## src/design/pcr_pkg.sv

```systemverilog
// Constants, register map and carriers for the core clock ratio control block.
// Assumes a single 25 MHz APB clock; the loop itself is modelled as ratio settings.
package pcr_pkg;

  localparam logic [11:0] PCR_ADDR_CTRL   = 12'h000;
  localparam logic [11:0] PCR_ADDR_STATUS = 12'h004;

  // Control register fields
  localparam int CTRL_MULT_LSB  = 0;
  localparam int CTRL_PDIV_LSB  = 6;
  localparam int CTRL_HALVE_BIT = 8;
  localparam int CTRL_SWSEL_BIT = 9;
  localparam logic [9:0] CTRL_RESET = 10'h010;

  // Status register fields
  localparam int STAT_MULT_LSB   = 0;
  localparam int STAT_FACTOR_LSB = 8;
  localparam int STAT_HALVE_BIT  = 12;
  localparam int STAT_SW_BIT     = 13;
  localparam int STAT_PINS_LSB   = 14;
  localparam int STAT_VCO_LSB    = 16;

  // Ratio picked by the select pins
  localparam logic [6:0] PIN_RATIO_00 = 7'h06;
  localparam logic [6:0] PIN_RATIO_01 = 7'h20;
  localparam logic [6:0] PIN_RATIO_10 = 7'h10;
  localparam logic [6:0] PIN_RATIO_11 = 7'h06;
  localparam logic [6:0] RESET_MULT   = 7'h06;
  localparam logic [6:0] MULT_MAX     = 7'h40;
  localparam logic [3:0] FACTOR_ONE   = 4'h1;
  localparam logic [1:0] SYNC_CYCLES  = 2'h2;

  typedef struct packed {
    logic [6:0] mult;
    logic [3:0] factor;
    logic       halver;
  } pcr_cfg_s;

  typedef enum logic [1:0] {
    MODE_BOOT_SYNC,
    MODE_PIN_RATIO,
    MODE_SW_RATIO
  } pcr_mode_e;

endpackage

```

## src/design/pcr_core.sv

```systemverilog
// Core clock ratio control: select pins at boot, APB control register afterwards.
// Assumes pclk stands for the loop oscillator; select pins are asynchronous.
//
// Function
// RULE_01 - After power-up the select pins choose a core ratio of 32:1, 16:1 or 6:1.
// RULE_02 - After boot software may program any multiplier from 1 to 64.
// RULE_03 - The post-divide factor is 1, 2, 4 or 8 from the post-divider select field.
// RULE_04 - While reset holds the post-divide factor is 1 whatever the field says.
// RULE_05 - While reset holds the multiplier comes from the select pins, not software; the code holds RESET_MULT (6) until the pins are captured.
// RULE_06 - Oscillator is twice multiplier times loop input; core is that over twice factor.
// RULE_07 - Loop input is the reference clock, or half of it when the halver is on.
// RULE_08 - The peripheral clock period is exactly twice the core clock period.
// RULE_09 - The generated core clock times memory, processor core and serial ports.
// RULE_10 - Without halver software keeps reference times multiplier under half the limit.
// RULE_11 - With halver software keeps reference times multiplier under the limit.
// RULE_12 - Software keeps every loop change within the allowed core clock period.
// RULE_13 - Ratio changes never produce runt pulses on core or peripheral clocks.
//
// Chosen here: the address map and the APB register port.
`timescale 1ns/10ps
module pcr_core
  import pcr_pkg::*;
(
  input  wire logic        pclk,
  input  wire logic        presetn,
  input  wire logic        psel,
  input  wire logic        penable,
  input  wire logic        pwrite,
  input  wire logic [11:0] paddr,
  input  wire logic [31:0] pwdata,
  output logic [31:0]      prdata,
  output logic             pready,
  output logic             pslverr,
  input  wire logic [1:0]  clock_ratio_select_pins,
  output logic             core_clock,
  output logic             peripheral_clock,
  output logic [6:0]       loop_multiplier,
  output logic [3:0]       post_divide_factor,
  output logic             input_halver_enable,
  output logic [7:0]       vco_ratio
);

  // Pin synchroniser and boot capture
  logic [1:0] pin_s1_q, pin_s2_q, pin_cap_q, pin_cap_d;
  logic [1:0] sync_cnt_q, sync_cnt_d;
  pcr_mode_e  mode_q, mode_d;

  // Register file and APB answer
  logic [9:0]  ctrl_q, ctrl_d;
  logic [31:0] rdata_q, rdata_d;
  logic        ready_q, ready_d;
  logic        err_q, err_d;

  // Applied configuration
  pcr_cfg_s   cfg_q, cfg_d, want;
  logic [7:0] vco_q, vco_d;
  logic [6:0] sw_mult, pin_mult;
  logic       bnd;
  logic       setup, wr_ctrl;

  always_ff @(posedge pclk or negedge presetn)
  begin
    if (!presetn)
    begin
      pin_s1_q <= 2'h0;
      pin_s2_q <= 2'h0;
    end
    else
    begin
      pin_s1_q <= clock_ratio_select_pins;
      pin_s2_q <= pin_s1_q;
    end
  end

  always_comb
  begin
    sync_cnt_d = sync_cnt_q;
    pin_cap_d  = pin_cap_q;
    mode_d     = mode_q;
    case (mode_q)
      MODE_BOOT_SYNC:
      begin
        // Pins are caught only once the synchroniser holds post-reset levels
        if (sync_cnt_q == SYNC_CYCLES)
        begin
          pin_cap_d = pin_s2_q;                                  // see RULE_01
          mode_d    = MODE_PIN_RATIO;
        end
        else
          sync_cnt_d = sync_cnt_q + 2'h1;
      end
      MODE_PIN_RATIO:
        if (ctrl_q[CTRL_SWSEL_BIT])
          mode_d = MODE_SW_RATIO;                                // see RULE_02
      MODE_SW_RATIO:
        if (!ctrl_q[CTRL_SWSEL_BIT])
          mode_d = MODE_PIN_RATIO;
      default:
        mode_d = MODE_BOOT_SYNC;
    endcase
  end

  always_ff @(posedge pclk or negedge presetn)
  begin
    if (!presetn)
    begin
      sync_cnt_q <= 2'h0;
      pin_cap_q  <= 2'h0;
      mode_q     <= MODE_BOOT_SYNC;
    end
    else
    begin
      sync_cnt_q <= sync_cnt_d;
      pin_cap_q  <= pin_cap_d;
      mode_q     <= mode_d;
    end
  end

  // APB slave, one wait-free access phase
  always_comb
  begin
    setup   = psel && !penable;
    wr_ctrl = psel && penable && pwrite && (paddr == PCR_ADDR_CTRL);
    ctrl_d  = wr_ctrl ? pwdata[9:0] : ctrl_q;
    ready_d = setup;
    err_d   = setup && (paddr != PCR_ADDR_CTRL) && (paddr != PCR_ADDR_STATUS);
    rdata_d = 32'h0000_0000;
    if (setup && !pwrite && (paddr == PCR_ADDR_CTRL))
      rdata_d = {22'h00_0000, ctrl_q};
    else if (setup && !pwrite && (paddr == PCR_ADDR_STATUS))
    begin
      rdata_d[STAT_MULT_LSB +: 7]   = cfg_q.mult;
      rdata_d[STAT_FACTOR_LSB +: 4] = cfg_q.factor;
      rdata_d[STAT_HALVE_BIT]       = cfg_q.halver;
      rdata_d[STAT_SW_BIT]          = (mode_q == MODE_SW_RATIO);
      rdata_d[STAT_PINS_LSB +: 2]   = pin_cap_q;
      rdata_d[STAT_VCO_LSB +: 8]    = vco_q;
    end
  end

  always_ff @(posedge pclk or negedge presetn)
  begin
    if (!presetn)
    begin
      ctrl_q  <= CTRL_RESET;
      rdata_q <= 32'h0000_0000;
      ready_q <= 1'b0;
      err_q   <= 1'b0;
    end
    else
    begin
      ctrl_q  <= ctrl_d;
      rdata_q <= rdata_d;
      ready_q <= ready_d;
      err_q   <= err_d;
    end
  end

  // Ratio selection
  always_comb
  begin
    // Field value 0 stands for 64 so the full 1..64 range fits six bits
    sw_mult = (ctrl_q[CTRL_MULT_LSB +: 6] == 6'h00) ? MULT_MAX
            : {1'b0, ctrl_q[CTRL_MULT_LSB +: 6]};                // see RULE_02
    case (pin_cap_q)
      2'h0:    pin_mult = PIN_RATIO_00;
      2'h1:    pin_mult = PIN_RATIO_01;
      2'h2:    pin_mult = PIN_RATIO_10;
      default: pin_mult = PIN_RATIO_11;
    endcase
    if (mode_q == MODE_SW_RATIO)
    begin
      want.mult   = sw_mult;
      want.factor = FACTOR_ONE << ctrl_q[CTRL_PDIV_LSB +: 2];    // see RULE_03
      want.halver = ctrl_q[CTRL_HALVE_BIT];                      // see RULE_07
    end
    else
    begin
      want.mult   = (mode_q == MODE_PIN_RATIO) ? pin_mult : RESET_MULT; // see RULE_05
      want.factor = FACTOR_ONE;                                  // see RULE_04
      want.halver = 1'b0;
    end
    // Change only at a clock boundary so the divider never sees a half-loaded set
    cfg_d = bnd ? want : cfg_q;                                  // see RULE_13
    // Oscillator over reference clock: 2*M, halved when the input halver is on
    vco_d = cfg_d.halver ? {1'b0, cfg_d.mult}
          : {cfg_d.mult, 1'b0};                                  // see RULE_06
  end

  always_ff @(posedge pclk or negedge presetn)
  begin
    if (!presetn)
    begin
      cfg_q <= '{mult: RESET_MULT, factor: FACTOR_ONE, halver: 1'b0};
      vco_q <= {RESET_MULT, 1'b0};
    end
    else
    begin
      cfg_q <= cfg_d;
      vco_q <= vco_d;
    end
  end

  // Core clock feeds memory, core and serial ports; peripheral clock is half of it
  pcr_clk_div u_div (                                            // see RULE_09
    .pclk             (pclk),
    .presetn          (presetn),
    .half_period      (cfg_q.factor),
    .core_clock       (core_clock),
    .peripheral_clock (peripheral_clock),
    .boundary         (bnd)
  );

  assign prdata              = rdata_q;
  assign pready              = ready_q;
  assign pslverr             = err_q;
  assign loop_multiplier     = cfg_q.mult;
  assign post_divide_factor  = cfg_q.factor;
  assign input_halver_enable = cfg_q.halver;
  assign vco_ratio           = vco_q;

  a_factor_legal: assert property (@(posedge pclk) disable iff (!presetn) // see RULE_03
    cfg_q.factor inside {4'h1, 4'h2, 4'h4, 4'h8})
    else $error("post-divide factor outside 1,2,4,8");

  a_pin_factor_one: assert property (@(posedge pclk) disable iff (!presetn) // see RULE_04
    (mode_q != MODE_SW_RATIO) && bnd |=> cfg_q.factor == FACTOR_ONE)
    else $error("factor not 1 before software control");

  a_pin_ratio_used: assert property (@(posedge pclk) disable iff (!presetn) // see RULE_05
    (mode_q == MODE_PIN_RATIO) && bnd |=> cfg_q.mult == $past(pin_mult))
    else $error("multiplier not taken from select pins");

  a_pin_ratio_set: assert property (@(posedge pclk) disable iff (!presetn) // see RULE_01
    mode_q == MODE_PIN_RATIO |-> pin_mult inside {7'h20, 7'h10, 7'h06})
    else $error("pin ratio not 32, 16 or 6");

  a_mult_range: assert property (@(posedge pclk) disable iff (!presetn) // see RULE_02
    cfg_q.mult >= 7'h01 && cfg_q.mult <= MULT_MAX)
    else $error("multiplier outside 1..64");

  a_sw_applied: assert property (@(posedge pclk) disable iff (!presetn) // see RULE_02
    (mode_q == MODE_SW_RATIO) && bnd |=> cfg_q.mult == $past(sw_mult))
    else $error("software multiplier not applied at boundary");

  a_vco_ratio: assert property (@(posedge pclk) disable iff (!presetn) // see RULE_06
    vco_q == (cfg_q.halver ? {1'b0, cfg_q.mult} : {cfg_q.mult, 1'b0}))
    else $error("oscillator ratio wrong");

  a_halver_sw_only: assert property (@(posedge pclk) disable iff (!presetn) // see RULE_07
    (mode_q != MODE_SW_RATIO) && bnd |=> !cfg_q.halver)
    else $error("halver on outside software control");

  a_apb_answer: assert property (@(posedge pclk) disable iff (!presetn)
    psel && !penable |=> pready)
    else $error("access phase without ready");

endmodule

```

## src/design/pcr_clk_div.sv

```systemverilog
// Glitch-free core and peripheral clock divider driven from the oscillator tick.
// Assumes half_period is 1, 2, 4 or 8 and may change at any time.
`timescale 1ns/10ps
module pcr_clk_div
  import pcr_pkg::*;
(
  input  wire logic       pclk,
  input  wire logic       presetn,
  input  wire logic [3:0] half_period,
  output logic            core_clock,
  output logic            peripheral_clock,
  output logic            boundary
);

  logic [3:0] cnt_q,   cnt_d;
  logic [3:0] fac_q,   fac_d;
  logic       core_q,  core_d;
  logic       per_q,   per_d;
  logic       bnd_q,   bnd_d;
  logic [3:0] run_q,   run_d;
  logic       toggle;

  always_comb
  begin
    toggle = (cnt_q == fac_q - 4'h1);
    cnt_d  = toggle ? 4'h0 : cnt_q + 4'h1;
    core_d = toggle ? ~core_q : core_q;
    per_d  = (toggle && !core_q) ? ~per_q : per_q;             // see RULE_08
    bnd_d  = toggle && !core_q && per_q;
    // New factor only at a whole peripheral period, so no half period is cut short
    fac_d  = bnd_d ? half_period : fac_q;                      // see RULE_13
    // Cycles since the last core edge, kept only to check each half period
    run_d  = (core_d != core_q) ? 4'h0 : run_q + 4'h1;
  end

  always_ff @(posedge pclk or negedge presetn)
  begin
    if (!presetn)
    begin
      cnt_q  <= 4'h0;
      fac_q  <= FACTOR_ONE;
      core_q <= 1'b0;
      per_q  <= 1'b0;
      bnd_q  <= 1'b0;
      run_q  <= 4'h0;
    end
    else
    begin
      cnt_q  <= cnt_d;
      fac_q  <= fac_d;
      core_q <= core_d;
      per_q  <= per_d;
      bnd_q  <= bnd_d;
      run_q  <= run_d;
    end
  end

  assign core_clock       = core_q;
  assign peripheral_clock = per_q;
  assign boundary         = bnd_q;

  a_core_half_width: assert property (@(posedge pclk) disable iff (!presetn) // see RULE_13
    $changed(core_q) |-> $past(run_q) == $past(fac_q) - 4'h1)
    else $error("core clock half period cut short");

  a_per_follows_core: assert property (@(posedge pclk) disable iff (!presetn) // see RULE_08
    $changed(per_q) |-> $rose(core_q))
    else $error("peripheral clock moved without core rising edge");

endmodule

```

## config.mk

```make
export PLATFORM = sky130hd
export DESIGN_NAME = pcr_core
export DESIGN_NICKNAME = d
export VERILOG_FILES = /design/src/design/pcr_pkg.sv /design/src/design/pcr_core.sv /design/src/design/pcr_clk_div.sv
export SDC_FILE = /design/constraint.sdc
export NUM_CORES = 1
export LEC_CHECK = 0
export ABC_AREA = 1
export BUFFER_PORTS_ARGS = -buffer_cell sky130_fd_sc_hd__buf_2
export CAP_MARGIN = 25
export CORE_MARGIN = 2
export CORE_UTILIZATION = 46
export DETAILED_ROUTE_END_ITERATION = 6
export PLACE_DENSITY_LB_ADDON = 0.05
export SETUP_SLACK_MARGIN = 0.2
export SYNTH_ARGS = -nofsm -noshare
export SYNTH_HDL_FRONTEND = slang
export SYNTH_SLANG_ARGS = --single-unit
```

## constraint.sdc

```tcl
create_clock -name pclk -period 2.05 [get_ports pclk]
set_input_delay 0.205 -clock pclk [delete_from_list [all_inputs] [get_ports pclk]]
set_output_delay 0.205 -clock pclk [all_outputs]
set_load 0.03 [all_outputs]
```

==> results by stage, run 1 <==
Cells and area:
- Cells fill 58.6% of the core in the end.
- The net count of the finished layout is 477.
- The proportion of layout cells with a drive suffix above 1 is 28.2%.
- With fillers left out, the area of the finished cells amounts to 0.00391 sq mm.
- The layout overhead on the synthesized area is 25.1%.
- The number of antenna diodes in the final layout is 0.
- The number of non-filler instances in the completed layout is 506.

Worst setup path:
- Of all nets on the critical path, the largest fanout is 7.
- The critical path in this run is classified as reg2reg.
- The sort of element at the end of the critical path is a flop.
- The launching element type of the critical path is a flop.
- Data on the critical path is required at its endpoint by 2280 ps.
- The worst path arrival time is 1970 ps.

Die:
- The placeable core region is 0.00668 sq mm.
- The chip width is 86.5 um.
- The floorplan row count is 30.
- The floorplan step set the die height to 86.5 um.
- The die outline area is 0.00748 sq mm.
- The I/O pin count is 107.
- The initial utilization of the core area, before any placement, comes to 46.8%.

Synthesis:
- sky130_fd_sc_hd__dfrtp_1 takes more of the synthesized area than any other cell.
- Yosys mapped a number of flops with a built-in enable equal to 0.
- The post-synthesis sequential element count is 77.
- The primary flip-flop cell chosen by synthesis mapping is sky130_fd_sc_hd__dfrtp_1.
- For this run, the number of Yosys warnings is 0.
- The share of the synthesized area in the top cell type is 56.0%.
- The average instance area after synthesis is 9.48 sq um.
- Sorting the synthesized cells by area gives the leading types as sky130_fd_sc_hd__dfrtp_1 (56%), sky130_fd_sc_hd__nand2_1 (7.3%), sky130_fd_sc_hd__inv_1 (6.8%), sky130_fd_sc_hd__dfstp_2 (5.9%), sky130_fd_sc_hd__nor2_1 (5.3%).
- The mapped netlist covers 0.00313 sq mm.
- Of all flip-flops after synthesis, the portion carrying an async set or reset was 100%.
- The share of the yosys chip area belonging to registers is 61.9%.
- The number of standard cells after synthesis is 330.
- Counting distinct cell types in the post-synthesis netlist gives 27.

Detailed routing:
- The detailed-route DRC error count is 0.
- The remaining antenna violation count is 0.
- After detailed routing, the number of vias per cell comes to 4.68.
- The routed length per placed instance is 12.3 um.
- The routed wire length is 6.24 mm.
- The initial DRC count is 93.
- The routed layout has 2367 vias.
- The detailed-router iteration count before antenna repair is 4.

Place:
- The post-placement cell count is 485.
- In this run the tool buffered the top-level ports with 76 buffer cells.
- Prior to clock tree synthesis, the placed netlist has a worst setup slack of 221 ps.
- The sum of net half-perimeters after detailed placement is 4.35 mm.
- The standard cell area after detailed placement is 0.00361 sq mm.
- The final estimated routing congestion in global placement is 0.768.

Clock network:
- The longest clock path from root to sink contains 2 buffers.
- After clock tree synthesis, the clock-pin slew on the worst setup and hold paths is 70 ps.
- The buffer cell driving the clock tree root is sky130_fd_sc_hd__clkbuf_8.
- The clock tree from TritonCTS is built.
- The clock reaches the later pin of the worst-skew pair after 340 ps.
- The number of buffers inserted during clock tree synthesis is 9.
- The number of H-tree levels is 3.
- CTS saw 77 sinks.

STA:
- The summed negative setup slack over all endpoints is 0 ps.
- Of the available clock period, the critical path in the final layout requires 85.1%.
- Timing would allow up to 573 MHz.
- Across the routed clock network, the largest skew measured is 8.01 ps.
- The number of endpoints with negative hold slack in the final report is 0.
- At the pin with the least slew margin, the transition time is 526 ps.
- The worst pin sits at a relative slew slack of 64.8%.
- Setup slack on the critical path of the routed design comes to 306 ps.
- The count of final max-slew check failures came to 0.
- The count of endpoints failing setup in the final report is 0.
- The clock period could shrink to 1740 ps.
- Setup repair after global routing could not meet its margin everywhere.

GRT:
- The aggregate global routing overflow is 0.
- The number of antenna violations at the first check in global routing is 0.
- The wire length of the first global-routing pass is 10.5 mm.
- The via count of the first global-routing pass is 2291.
- Global routing used 18.3% of the available tracks across all layers.
- Entering global routing, the biggest net connects 46 pins.

Pwr:
- The power density normalized to cell area is 1040 mW/mm^2.
- The leakage dissipation is 2.20 nW.
- The worst-case IR drop observed on VDD is 0.551 mV.

Run:
- The total of max-cap violations is 0.

Outcome:
- The run finished with clean final reports.

Worst hold path:
- The class of the worst hold path is in2reg.
sequential cells by signal (all words and copies together), names as in the netlist:
signal,flops
mode_q,2
pready,1
vco_ratio,8
ctrl_q,10
sync_cnt_q,2
u_div.core_clock,1
u_div.fac_q,4
prdata,24
pin_s1_q,2
u_div.peripheral_clock,1
pslverr,1
post_divide_factor,4
loop_multiplier,7
pin_cap_q,2
u_div.boundary,1
pin_s2_q,2
input_halver_enable,1
u_div.cnt_q,4
repair_timing:
item / 4_1_cts / 5_1_grt
hold buffers: 3 / 0
setup endpoints to repair: 0 / 11
hold endpoints to repair: 31 / 0
setup buffers: 0 / 2
resized for setup: 0 / 10
final timing paths:
path | start | end | slack [ps] | depth (start not counted)
worst max register to register | u_div.fac_q[0] | u_div.cnt_q[0] | 310 | 10
min in group asynchronous | presetn | prdata[18] | 340 | 2
worst max-delay path | u_div.fac_q[0] | u_div.cnt_q[0] | 310 | 10
worst min register to register | pin_s1_q[0] | pin_s2_q[0] | 350 | 0
max in group asynchronous | presetn | ctrl_q[4] | 1060 | 3
worst min-delay path | pwdata[1] | ctrl_q[1] | 110 | 3
synth_stat cells (all sizes together), types with 3 or more instances:
cell,n
o22ai,17
a21oi,16
nand2,61
nand4,7
o21ai,7
dfstp,7
ha,5
dfrtp,70
nor3,3
buf,10
inv,61
nand3,8
clkbuf,3
nor2,46
placed cells by master (no fill, tap or decap), drive strengths merged:
master	n
nor3	3
xnor2	1
o32ai	1
dlygate4sd3	3
buf	83
o21ai	7
nor2b	1
o22ai	17
nand3	8
conb	8
nand2	61
nand4	7
inv	61
nor2	46
bufinv	2
a21oi	16
ha	5
o221ai	1
dfrtp	70
clkinv	2
clkbuf	12
xor2	2
dfstp	7
o211ai	1
nand3b	1
metrics by stage:
| stage | total power [mW] | hold WS [ps] |
|---|---|---|
| 4_1_cts | 4.10 | 89.4 |
| 6_report | 4.06 | 109 |
| 2_1_floorplan | 2.51 | -90.6 |
| 3_3_place_gp | 2.80 | 178 |
| 3_5_place_dp | 2.82 | 183 |
| 5_1_grt | 4.28 | 116 |
worst max-delay path: stages (launching register included):
cell,delay [ps]
sky130_fd_sc_hd__dfstp_2,580
sky130_fd_sc_hd__inv_4,50
sky130_fd_sc_hd__ha_4,260
sky130_fd_sc_hd__inv_2,30
sky130_fd_sc_hd__nand2_2,40
sky130_fd_sc_hd__nand2_2,60
sky130_fd_sc_hd__nor2_2,120
sky130_fd_sc_hd__nand3_2,100
sky130_fd_sc_hd__nor2_4,200
sky130_fd_sc_hd__buf_6,140
sky130_fd_sc_hd__nor2_1,40
cell families (layout without fill, tap and decap cells):
| family | count (synthesis) | in the layout | share of synthesized area, % |
|---|---|---|---|
| fa+ha+maj | 5 | 5 | 2.00 |
| buf+inv | 74 | 163 | 9.92 |
| flops | 77 | 77 | 61.9 |
| other cells | 1 | 8 | 0.120 |
| compound gates | 43 | 43 | 8.32 |
| simple gates | 127 | 127 | 16.9 |
| xor+xnor | 3 | 3 | 0.840 |
area by class of cell:
type                       instances  area, sq um
fill                             632         2770
sequential                        77         1940
multi-input combinational        186          938
timing repair buffer              86          482
inverter                          61          231
clock buffer                      12          155
tap                               80          100
clock inverter                     4         70.1
routing by layer:
layer	routed length [um]	vias to the layer above	part of all wire [%]	GRT usage, %
met5	0	-	0	0
li1	-	1195	-	-
met3	259	11	4.1	3.71
met4	112	0	1.8	8.95
met1	2870	1107	46	24.5
met2	3000	54	48	28.5
where the power goes:
group          switching [mW]  internal (mW)
Combinational           0.682          0.276
Sequential              0.102           1.73
Clock                   0.520          0.749
Power figures use the tool's default switching activity.
==> run 2, diff against run 1 <==
- PLACE_DENSITY_LB_ADDON: 0.05 -> 0.08
==> run 2 against run 1 <==
Final area down 0.51%. Fmax fell by 1.1%. Sequential power hardly changed. First-iteration DRC count is 12% higher. Die area is the same. Critical path type unchanged. Largest cell class unchanged. Largest power group unchanged.
==> results by stage, run 2 (same netlist as run 1, synthesis figures left out) <==
Outcome:
- Outcome: completed (unchanged).

STA:
- The normalized max-slew margin is 63.8% (was 64.8%).
- The summed negative setup slack over all endpoints came to 0 ps (unchanged).
- The highest clock rate is 567 MHz (was 573 MHz).
- The count of final max-slew check failures is 0 (unchanged).
- The clock skew after layout is 6.07 ps (was 8.01 ps).
- The number of endpoints with negative hold slack in the final report is 0 (unchanged).
- The slew of the pin with the lowest slew margin came to 542 ps (was 526 ps).
- The final-layout worst hold slack is 106 ps (was 109 ps).
- The count of endpoints failing setup in the final report is 0 (unchanged).
- The time the worst path needs with I/O delays and setup is 1760 ps (was 1740 ps).
- The fraction of the cycle the final worst path needs is 86.0% (was 85.1%).
- Unrepaired setup endpoints after global routing: yes (unchanged).
- The worst setup margin came to 287 ps (was 306 ps).

Die:
- The chip width came to 86.5 um (unchanged).
- The floorplan row count is 30 (unchanged).
- The die outline area is 0.00748 sq mm (unchanged).
- The height of the die came to 86.5 um (unchanged).
- The placeable core region is 0.00668 sq mm (unchanged).
- The I/O pin count was 107 (unchanged).
- The initial core utilization is 46.8% (unchanged).

GRT:
- The maximum number of pins on one net before global-route repair is 45 (was 46).
- The aggregate global routing overflow is 0 (unchanged).
- The via count of the first global-routing pass is 2179 (was 2291).
- The number of antenna violations at the first check in global routing is 0 (unchanged).
- The global router's overall resource usage came to 17.8% (was 18.3%).
- The wire length of the first global-routing pass is 10.2 mm (was 10.5 mm).

Cells and area:
- The proportion of layout cells with a drive suffix above 1 is 27.2% (was 28.2%).
- The total number of nets in the final design is 477 (unchanged).
- The commonest non-fill, non-tap cell in the layout is sky130_fd_sc_hd__buf_2 (unchanged).
- The total of fill cells in the finished design is 622 (was 632).
- The layout overhead on the synthesized area is 24.4% (was 25.1%).
- The flip-flop count of the largest register, all copies and words added was 24 (unchanged).
- Leading cell types in the layout, fill and taps excluded: sky130_fd_sc_hd__buf_2 (75), sky130_fd_sc_hd__dfrtp_1 (70), sky130_fd_sc_hd__nand2_1 (61), sky130_fd_sc_hd__inv_1 (56), sky130_fd_sc_hd__nor2_1 (44) (was sky130_fd_sc_hd__buf_2 (75), sky130_fd_sc_hd__dfrtp_1 (70), sky130_fd_sc_hd__nand2_1 (58), sky130_fd_sc_hd__inv_1 (56), sky130_fd_sc_hd__nor2_1 (42)).
- The number of antenna repair diodes was 0 (unchanged).

Worst setup path:
- The cell family contributing the most delay on the critical path is simple AND/OR/NAND/NOR gates (was flip-flops).
- The data required time of the critical path is 2290 ps (was 2280 ps).
- The peak fanout along the critical path was 8 (was 7).
- The path type of the worst setup path is reg2reg (unchanged).
- The setup slack on the worst flop-to-flop path is 290 ps (was 310 ps).
- The sort of element at the end of the critical path is a flop (unchanged).
- The buffer and inverter count on the worst path is 2 (was 3).
- The cell occurring most often along the worst timing path is sky130_fd_sc_hd__nand2_1 (was sky130_fd_sc_hd__nand2_2).
- The launching element type of the critical path is a flop (unchanged).
- The capture point of the worst reg-to-reg path is u_div.peripheral_clock (was u_div.cnt_q[0]).
- The delay of the slowest cell on the worst path is 570 ps (was 580 ps).
- The depth of the most critical reg-to-reg path is 11 (was 10).
- The critical path's slowest cell was sky130_fd_sc_hd__dfstp_2 (unchanged).
- Critical path cell sequence: inv_2 -> ha_4 -> inv_2 -> nand2_1 -> nand2_1 -> nor2_1 -> nand3_2 -> nor2_4 -> nand2_1 -> nand2_1 -> nand2_1 (was inv_4 -> ha_4 -> inv_2 -> nand2_2 -> nand2_2 -> nor2_2 -> nand3_2 -> nor2_4 -> buf_6 -> nor2_1).
- The reg-to-reg startpoint was u_div.fac_q[0] (unchanged).
- The worst path arrival time is 2000 ps (was 1970 ps).

Clock network:
- The clock-pin slew on the worst setup and hold paths came to 80 ps (was 70 ps).
- The largest buffer count on any clock path is 2 (unchanged).
- The clock sink count is 77 (unchanged).
- The number of H-tree levels came to 3 (unchanged).
- The number of buffers inserted during clock tree synthesis is 9 (unchanged).
- The insertion delay of the later-clocked pin in the worst-skew pair is 340 ps (about the same).
- The buffer cell driving the clock tree root is sky130_fd_sc_hd__clkbuf_8 (unchanged).
- The clock tree from TritonCTS is built (unchanged).

Detailed routing:
- The initial DRC count is 104 (was 93).
- The total via count in the routed design is 2331 (was 2367).
- The routed length per placed instance is 12.1 um (was 12.3 um).
- The via-per-instance ratio is 4.61 (was 4.68).
- The remaining antenna violation count was 0 (unchanged).
- The detailed-router iteration count before antenna repair is 4 (unchanged).
- The routed wire length is 6.11 mm (was 6.24 mm).
- The detailed-route DRC error count is 0 (unchanged).

Pwr:
- The power density normalized to cell area is 1040 mW/mm^2 (about the same).
- The switching part of the total power is 32.8% (was 32.1%).
- The total power is 4.05 mW (was 4.06 mW).
- The part of the power in combinational logic is 23.5% (was 23.6%).
- The sequential power share was 45.3% (was 45.1%).
- The leakage dissipation is 2.19 nW (was 2.20 nW).
- The worst vdd rail ir drop came to 0.483 mV (was 0.551 mV).
- The clock network power share came to 31.3% (about the same).
- The power dissipated by switching net loads is 1.33 mW (was 1.30 mW).
- The internal power component came to 2.72 mW (was 2.75 mW).

Place:
- The sum of net half-perimeters after detailed placement is 4.27 mm (was 4.35 mm).
- The setup slack after placement is 217 ps (was 221 ps).
- The count of input and output buffers is 76 (unchanged).
- The final estimated routing congestion in global placement was 0.760 (was 0.768).

Worst hold path:
- The class of the worst hold path is in2reg (unchanged).
- The cell depth of the worst min-delay path is 3 (unchanged).
- The endpoint of the worst hold path is ctrl_q[8] (was ctrl_q[1]).
- The hold path startpoint was pwdata[8] (was pwdata[1]).

Run:
- The total of max-cap violations came to 0 (unchanged).
run 2: cell count changes in the layout (fill, tap and decap cells not counted), sizes merged:
cell	before	now
clkbuf	12	10
clkinv	2	3
clkinvlp	0	1
run 2: cell type report:
type / instances / area [sq um] / share of cell area [%]
Inverter: 61 / 229 / 5.88
Tap cell: 80 / 100 / 2.57
Clock buffer: 10 / 138 / 3.54
Sequential cell: 77 / 1940 / 49.7
Multi-Input combinational cell: 186 / 926 / 23.8
Timing Repair Buffer: 86 / 478 / 12.3
Clock inverter: 6 / 86.3 / 2.22
run 2: timing repair:
| action | in CTS | in global routing |
|---|---|---|
| hold buffers | 3 | 0 |
| hold endpoints to repair | 33 | 0 |
| buffers inserted | 0 | 2 |
| endpoints found under the setup margin | 0 | 10 |
| resized for setup | 0 | 3 |
run 2: how the worst max path moves through the flow:
stage	start	slack, ps	to	depth (start not counted)
after floorplan	u_div.fac_q[0]	390	u_div.peripheral_clock	11
after global placement	u_div.fac_q[0]	280	u_div.peripheral_clock	11
after detailed placement	u_div.fac_q[0]	220	u_div.peripheral_clock	10
after CTS	u_div.fac_q[0]	210	u_div.peripheral_clock	10
after global routing	u_div.fac_q[0]	160	u_div.fac_q[2]	11
final	u_div.fac_q[0]	290	u_div.peripheral_clock	11
run 2: tightest hold or removal path, stage by stage:
cell,delay (ps)
sky130_fd_sc_hd__buf_2,70
sky130_fd_sc_hd__nor2_1,30
sky130_fd_sc_hd__a21oi_1,100
run 2: routing by layer:
metal / track usage (%) / part of all wire [%] / up-vias
met5: 0 / 0 / -
met4: 6.82 / 1.5 / 0
met3: 4.67 / 4.9 / 11
met2: 27.7 / 47 / 55
met1: 24.0 / 47 / 1066
li1: - / - / 1199
run 2: power groups by stage:
stage	Sequential (mW)	Combinational (mW)	Clock (mW)
floorplan	2.13	0.385	0
global placement	1.86	0.940	0
detailed placement	1.86	0.955	0
CTS	1.84	0.960	1.30
global route	1.86	1.06	1.38
finish	1.83	0.949	1.27
run 2: per-stage QoR:
step	util, %	std cells	area (sq um)
floorplan	-	337	3150
global placement	54.0	485	3610
detailed placement	54.0	485	3610
CTS	57.8	504	3860
global route	58.3	506	3890
finish	58.3	506	3890
==> run 3, diff against run 2 <==
- PLACE_DENSITY: unset -> 0.74
- PLACE_DENSITY_LB_ADDON: 0.08 -> unset
==> run 3 against run 2 <==
Clock-buffer cell count up 1. Via count up 3.1%. Fmax decreased by 0.32%. Final cell count unchanged. Clock power about the same. Routed wire length is 3.4% higher. Final area is 0.13% higher. First-iteration DRC count is 16% higher. Largest cell class unchanged. Largest power group unchanged. Highest routed layer unchanged.
==> results by stage, run 3 (same netlist as run 1, synthesis figures left out) <==
Pwr:
- The leakage dissipation came to 2.19 nW (about the same).
- The switching part of the total power came to 32.7% (was 32.8%).
- The total power was 4.04 mW (was 4.05 mW).
- The worst vdd rail ir drop came to 0.644 mV (was 0.483 mV).
- The power dissipated by switching net loads came to 1.32 mW (was 1.33 mW).
- The internal power component is 2.72 mW (about the same).
- The power density normalized to cell area was 1040 mW/mm^2 (about the same).
- The clock network power share is 31.3% (about the same).
- The sequential power share came to 45.5% (was 45.3%).
- The part of the power in combinational logic was 23.2% (was 23.5%).

Die:
- The die outline area is 0.00748 sq mm (unchanged).
- The chip width came to 86.5 um (unchanged).
- The placeable core region is 0.00668 sq mm (unchanged).
- The floorplan row count was 30 (unchanged).
- The initial core utilization was 46.8% (unchanged).
- The I/O pin count was 107 (unchanged).
- The height of the die is 86.5 um (unchanged).

GRT:
- The routing layer with the top usage in global route is met2 (unchanged).
- The wire length of the first global-routing pass was 10.6 mm (was 10.2 mm).
- The routing usage on met2 is 29.3% (was 27.7%).
- The via count of the first global-routing pass is 2363 (was 2179).
- The number of antenna violations at the first check in global routing is 0 (unchanged).
- The maximum number of pins on one net before global-route repair came to 41 (was 45).
- The global router's overall resource usage is 18.5% (was 17.8%).
- The routing usage on met3 is 4.95% (was 4.67%).
- The aggregate global routing overflow is 0 (unchanged).
- The met1 routing resource usage after global routing is 23.7% (was 24.0%).

Outcome:
- Outcome: completed (unchanged).

Worst setup path:
- The reg-to-reg startpoint is u_div.fac_q[0] (unchanged).
- The capture point of the worst reg-to-reg path is u_div.peripheral_clock (unchanged).
- The path type of the worst setup path was reg2reg (unchanged).
- The launching element type of the critical path is a flop (unchanged).
- The worst path arrival time came to 2000 ps (about the same).
- The setup slack on the worst flop-to-flop path came to 280 ps (was 290 ps).
- The data required time of the critical path came to 2280 ps (was 2290 ps).
- The peak fanout along the critical path is 7 (was 8).
- The depth of the most critical reg-to-reg path came to 11 (unchanged).
- The sort of element at the end of the critical path is a flop (unchanged).

Place:
- The sum of net half-perimeters after detailed placement is 4.50 mm (was 4.27 mm).
- The final estimated routing congestion in global placement is 0.766 (was 0.760).
- The count of input and output buffers was 76 (unchanged).
- The setup slack after placement is 251 ps (was 217 ps).

STA:
- Unrepaired setup endpoints after global routing: yes (unchanged).
- The count of final max-slew check failures came to 0 (unchanged).
- The number of endpoints with negative hold slack in the final report came to 0 (unchanged).
- The time the worst path needs with I/O delays and setup was 1770 ps (was 1760 ps).
- The summed negative setup slack over all endpoints is 0 ps (unchanged).
- The worst setup margin is 281 ps (was 287 ps).
- The clock skew after layout is 11.7 ps (was 6.07 ps).
- The count of endpoints failing setup in the final report is 0 (unchanged).
- The highest clock rate is 565 MHz (was 567 MHz).
- The fraction of the cycle the final worst path needs was 86.3% (was 86.0%).

Run:
- The total of max-cap violations is 0 (unchanged).

Clock network:
- The clock-pin slew on the worst setup and hold paths is 80 ps (about the same).
- The buffer cell driving the clock tree root is sky130_fd_sc_hd__clkbuf_8 (unchanged).
- The largest buffer count on any clock path came to 2 (unchanged).
- The number of H-tree levels is 3 (unchanged).
- The clock sink count was 77 (unchanged).
- The clock tree from TritonCTS is built (unchanged).
- The insertion delay of the later-clocked pin in the worst-skew pair was 350 ps (was 340 ps).
- The number of buffers inserted during clock tree synthesis was 9 (unchanged).

Worst hold path:
- The endpoint of the worst hold path was ctrl_q[8] (unchanged).
- The cell depth of the worst min-delay path is 3 (unchanged).
- The class of the worst hold path is in2reg (unchanged).
- The hold path startpoint is pwdata[8] (unchanged).

Cells and area:
- The number of antenna repair diodes came to 0 (unchanged).
- The flip-flop count of the largest register, all copies and words added came to 24 (unchanged).
- The total number of nets in the final design is 477 (unchanged).
- The proportion of layout cells with a drive suffix above 1 came to 27.2% (unchanged).
- The layout overhead on the synthesized area came to 24.6% (was 24.4%).
- The commonest non-fill, non-tap cell in the layout is sky130_fd_sc_hd__buf_2 (unchanged).
- The area of the multi-input gates is 928 sq um (was 926 sq um).
- The sequential cell area in the final layout was 0.00194 sq mm (unchanged).
- Leading cell types in the layout, fill and taps excluded: sky130_fd_sc_hd__buf_2 (75), sky130_fd_sc_hd__dfrtp_1 (70), sky130_fd_sc_hd__nand2_1 (60), sky130_fd_sc_hd__inv_1 (56), sky130_fd_sc_hd__nor2_1 (44) (was sky130_fd_sc_hd__buf_2 (75), sky130_fd_sc_hd__dfrtp_1 (70), sky130_fd_sc_hd__nand2_1 (61), sky130_fd_sc_hd__inv_1 (56), sky130_fd_sc_hd__nor2_1 (44)).
- The total of fill cells in the finished design is 597 (was 622).

Detailed routing:
- The remaining antenna violation count is 0 (unchanged).
- The routed length per placed instance is 12.5 um (was 12.1 um).
- The detailed-router iteration count before antenna repair is 4 (unchanged).
- The total via count in the routed design came to 2403 (was 2331).
- The via-per-instance ratio is 4.75 (was 4.61).
- The detailed-route DRC error count is 0 (unchanged).
- The initial DRC count is 121 (was 104).
- The routed wire length was 6.31 mm (was 6.11 mm).
run 3: cell types whose count changed in the layout (fill, tap and decap cells not counted), sizes merged:
cell,delta
inv,+1
clkbuf,+1
clkinv,-2
run 3: final cells by class:
type	count	area share (%)
multi-input cells	186	23.8
flip-flops and latches	77	49.7
clock buffers	11	3.63
repair buffers	86	12.4
clock inverters	5	2.09
inverters	61	5.87
well taps	80	2.57
run 3: worst max path at each step:
stage              startpoint                endpoint  slack, ps  cells past startpoint
6_report       u_div.fac_q[0]  u_div.peripheral_clock        280                     11
5_1_grt        u_div.fac_q[0]  u_div.peripheral_clock        120                     11
4_1_cts        u_div.fac_q[0]  u_div.peripheral_clock        230                     11
3_5_place_dp   u_div.fac_q[0]  u_div.peripheral_clock        250                     11
3_3_place_gp   u_div.fac_q[0]  u_div.peripheral_clock        270                     11
2_1_floorplan  u_div.fac_q[0]  u_div.peripheral_clock        390                     11
run 3: stage by stage:
stage / area, sq um / std cells / util [%] / hold slack (ps)
detailed placement: 3610 / 485 / 54.0 / 207
global placement: 3610 / 485 / 54.0 / 200
floorplan: 3150 / 337 / - / -90.6
finish: 3900 / 506 / 58.3 / 105
CTS: 3860 / 504 / 57.8 / 98.0
global route: 3900 / 506 / 58.3 / 100
run 3: worst max-delay path, cell delays in order, from the launching register on:
cell	delay, ps
sky130_fd_sc_hd__dfstp_2	560
sky130_fd_sc_hd__inv_2	60
sky130_fd_sc_hd__ha_4	270
sky130_fd_sc_hd__inv_2	30
sky130_fd_sc_hd__nand2_1	40
sky130_fd_sc_hd__nand2_1	70
sky130_fd_sc_hd__nor2_1	140
sky130_fd_sc_hd__nand3_2	110
sky130_fd_sc_hd__nor2_4	210
sky130_fd_sc_hd__nand2_2	70
sky130_fd_sc_hd__nand2_1	60
sky130_fd_sc_hd__nand2_1	50
run 3: metal layers:
metal  part of all wire (%)  up-vias
met2                     49       68
met3                    4.9       10
met5                      0        -
met4                    1.6        0
li1                       -     1197
met1                     45     1128
run 3: what timing repair did:
item                                    in CTS  in global routing
buffers inserted                             0                  2
hold buffers                                 3                  0
resized for setup                            0                  5
endpoints found under the setup margin       0                  6
hold endpoints to repair                    36                  0
run 3: power by group through the flow:
stage	Combinational [mW]	Sequential (mW)	Clock, mW
floorplan	0.385	2.13	0
global placement	0.912	1.86	0
detailed placement	0.941	1.87	0
CTS	0.948	1.84	1.28
global route	1.04	1.86	1.35
finish	0.938	1.84	1.26
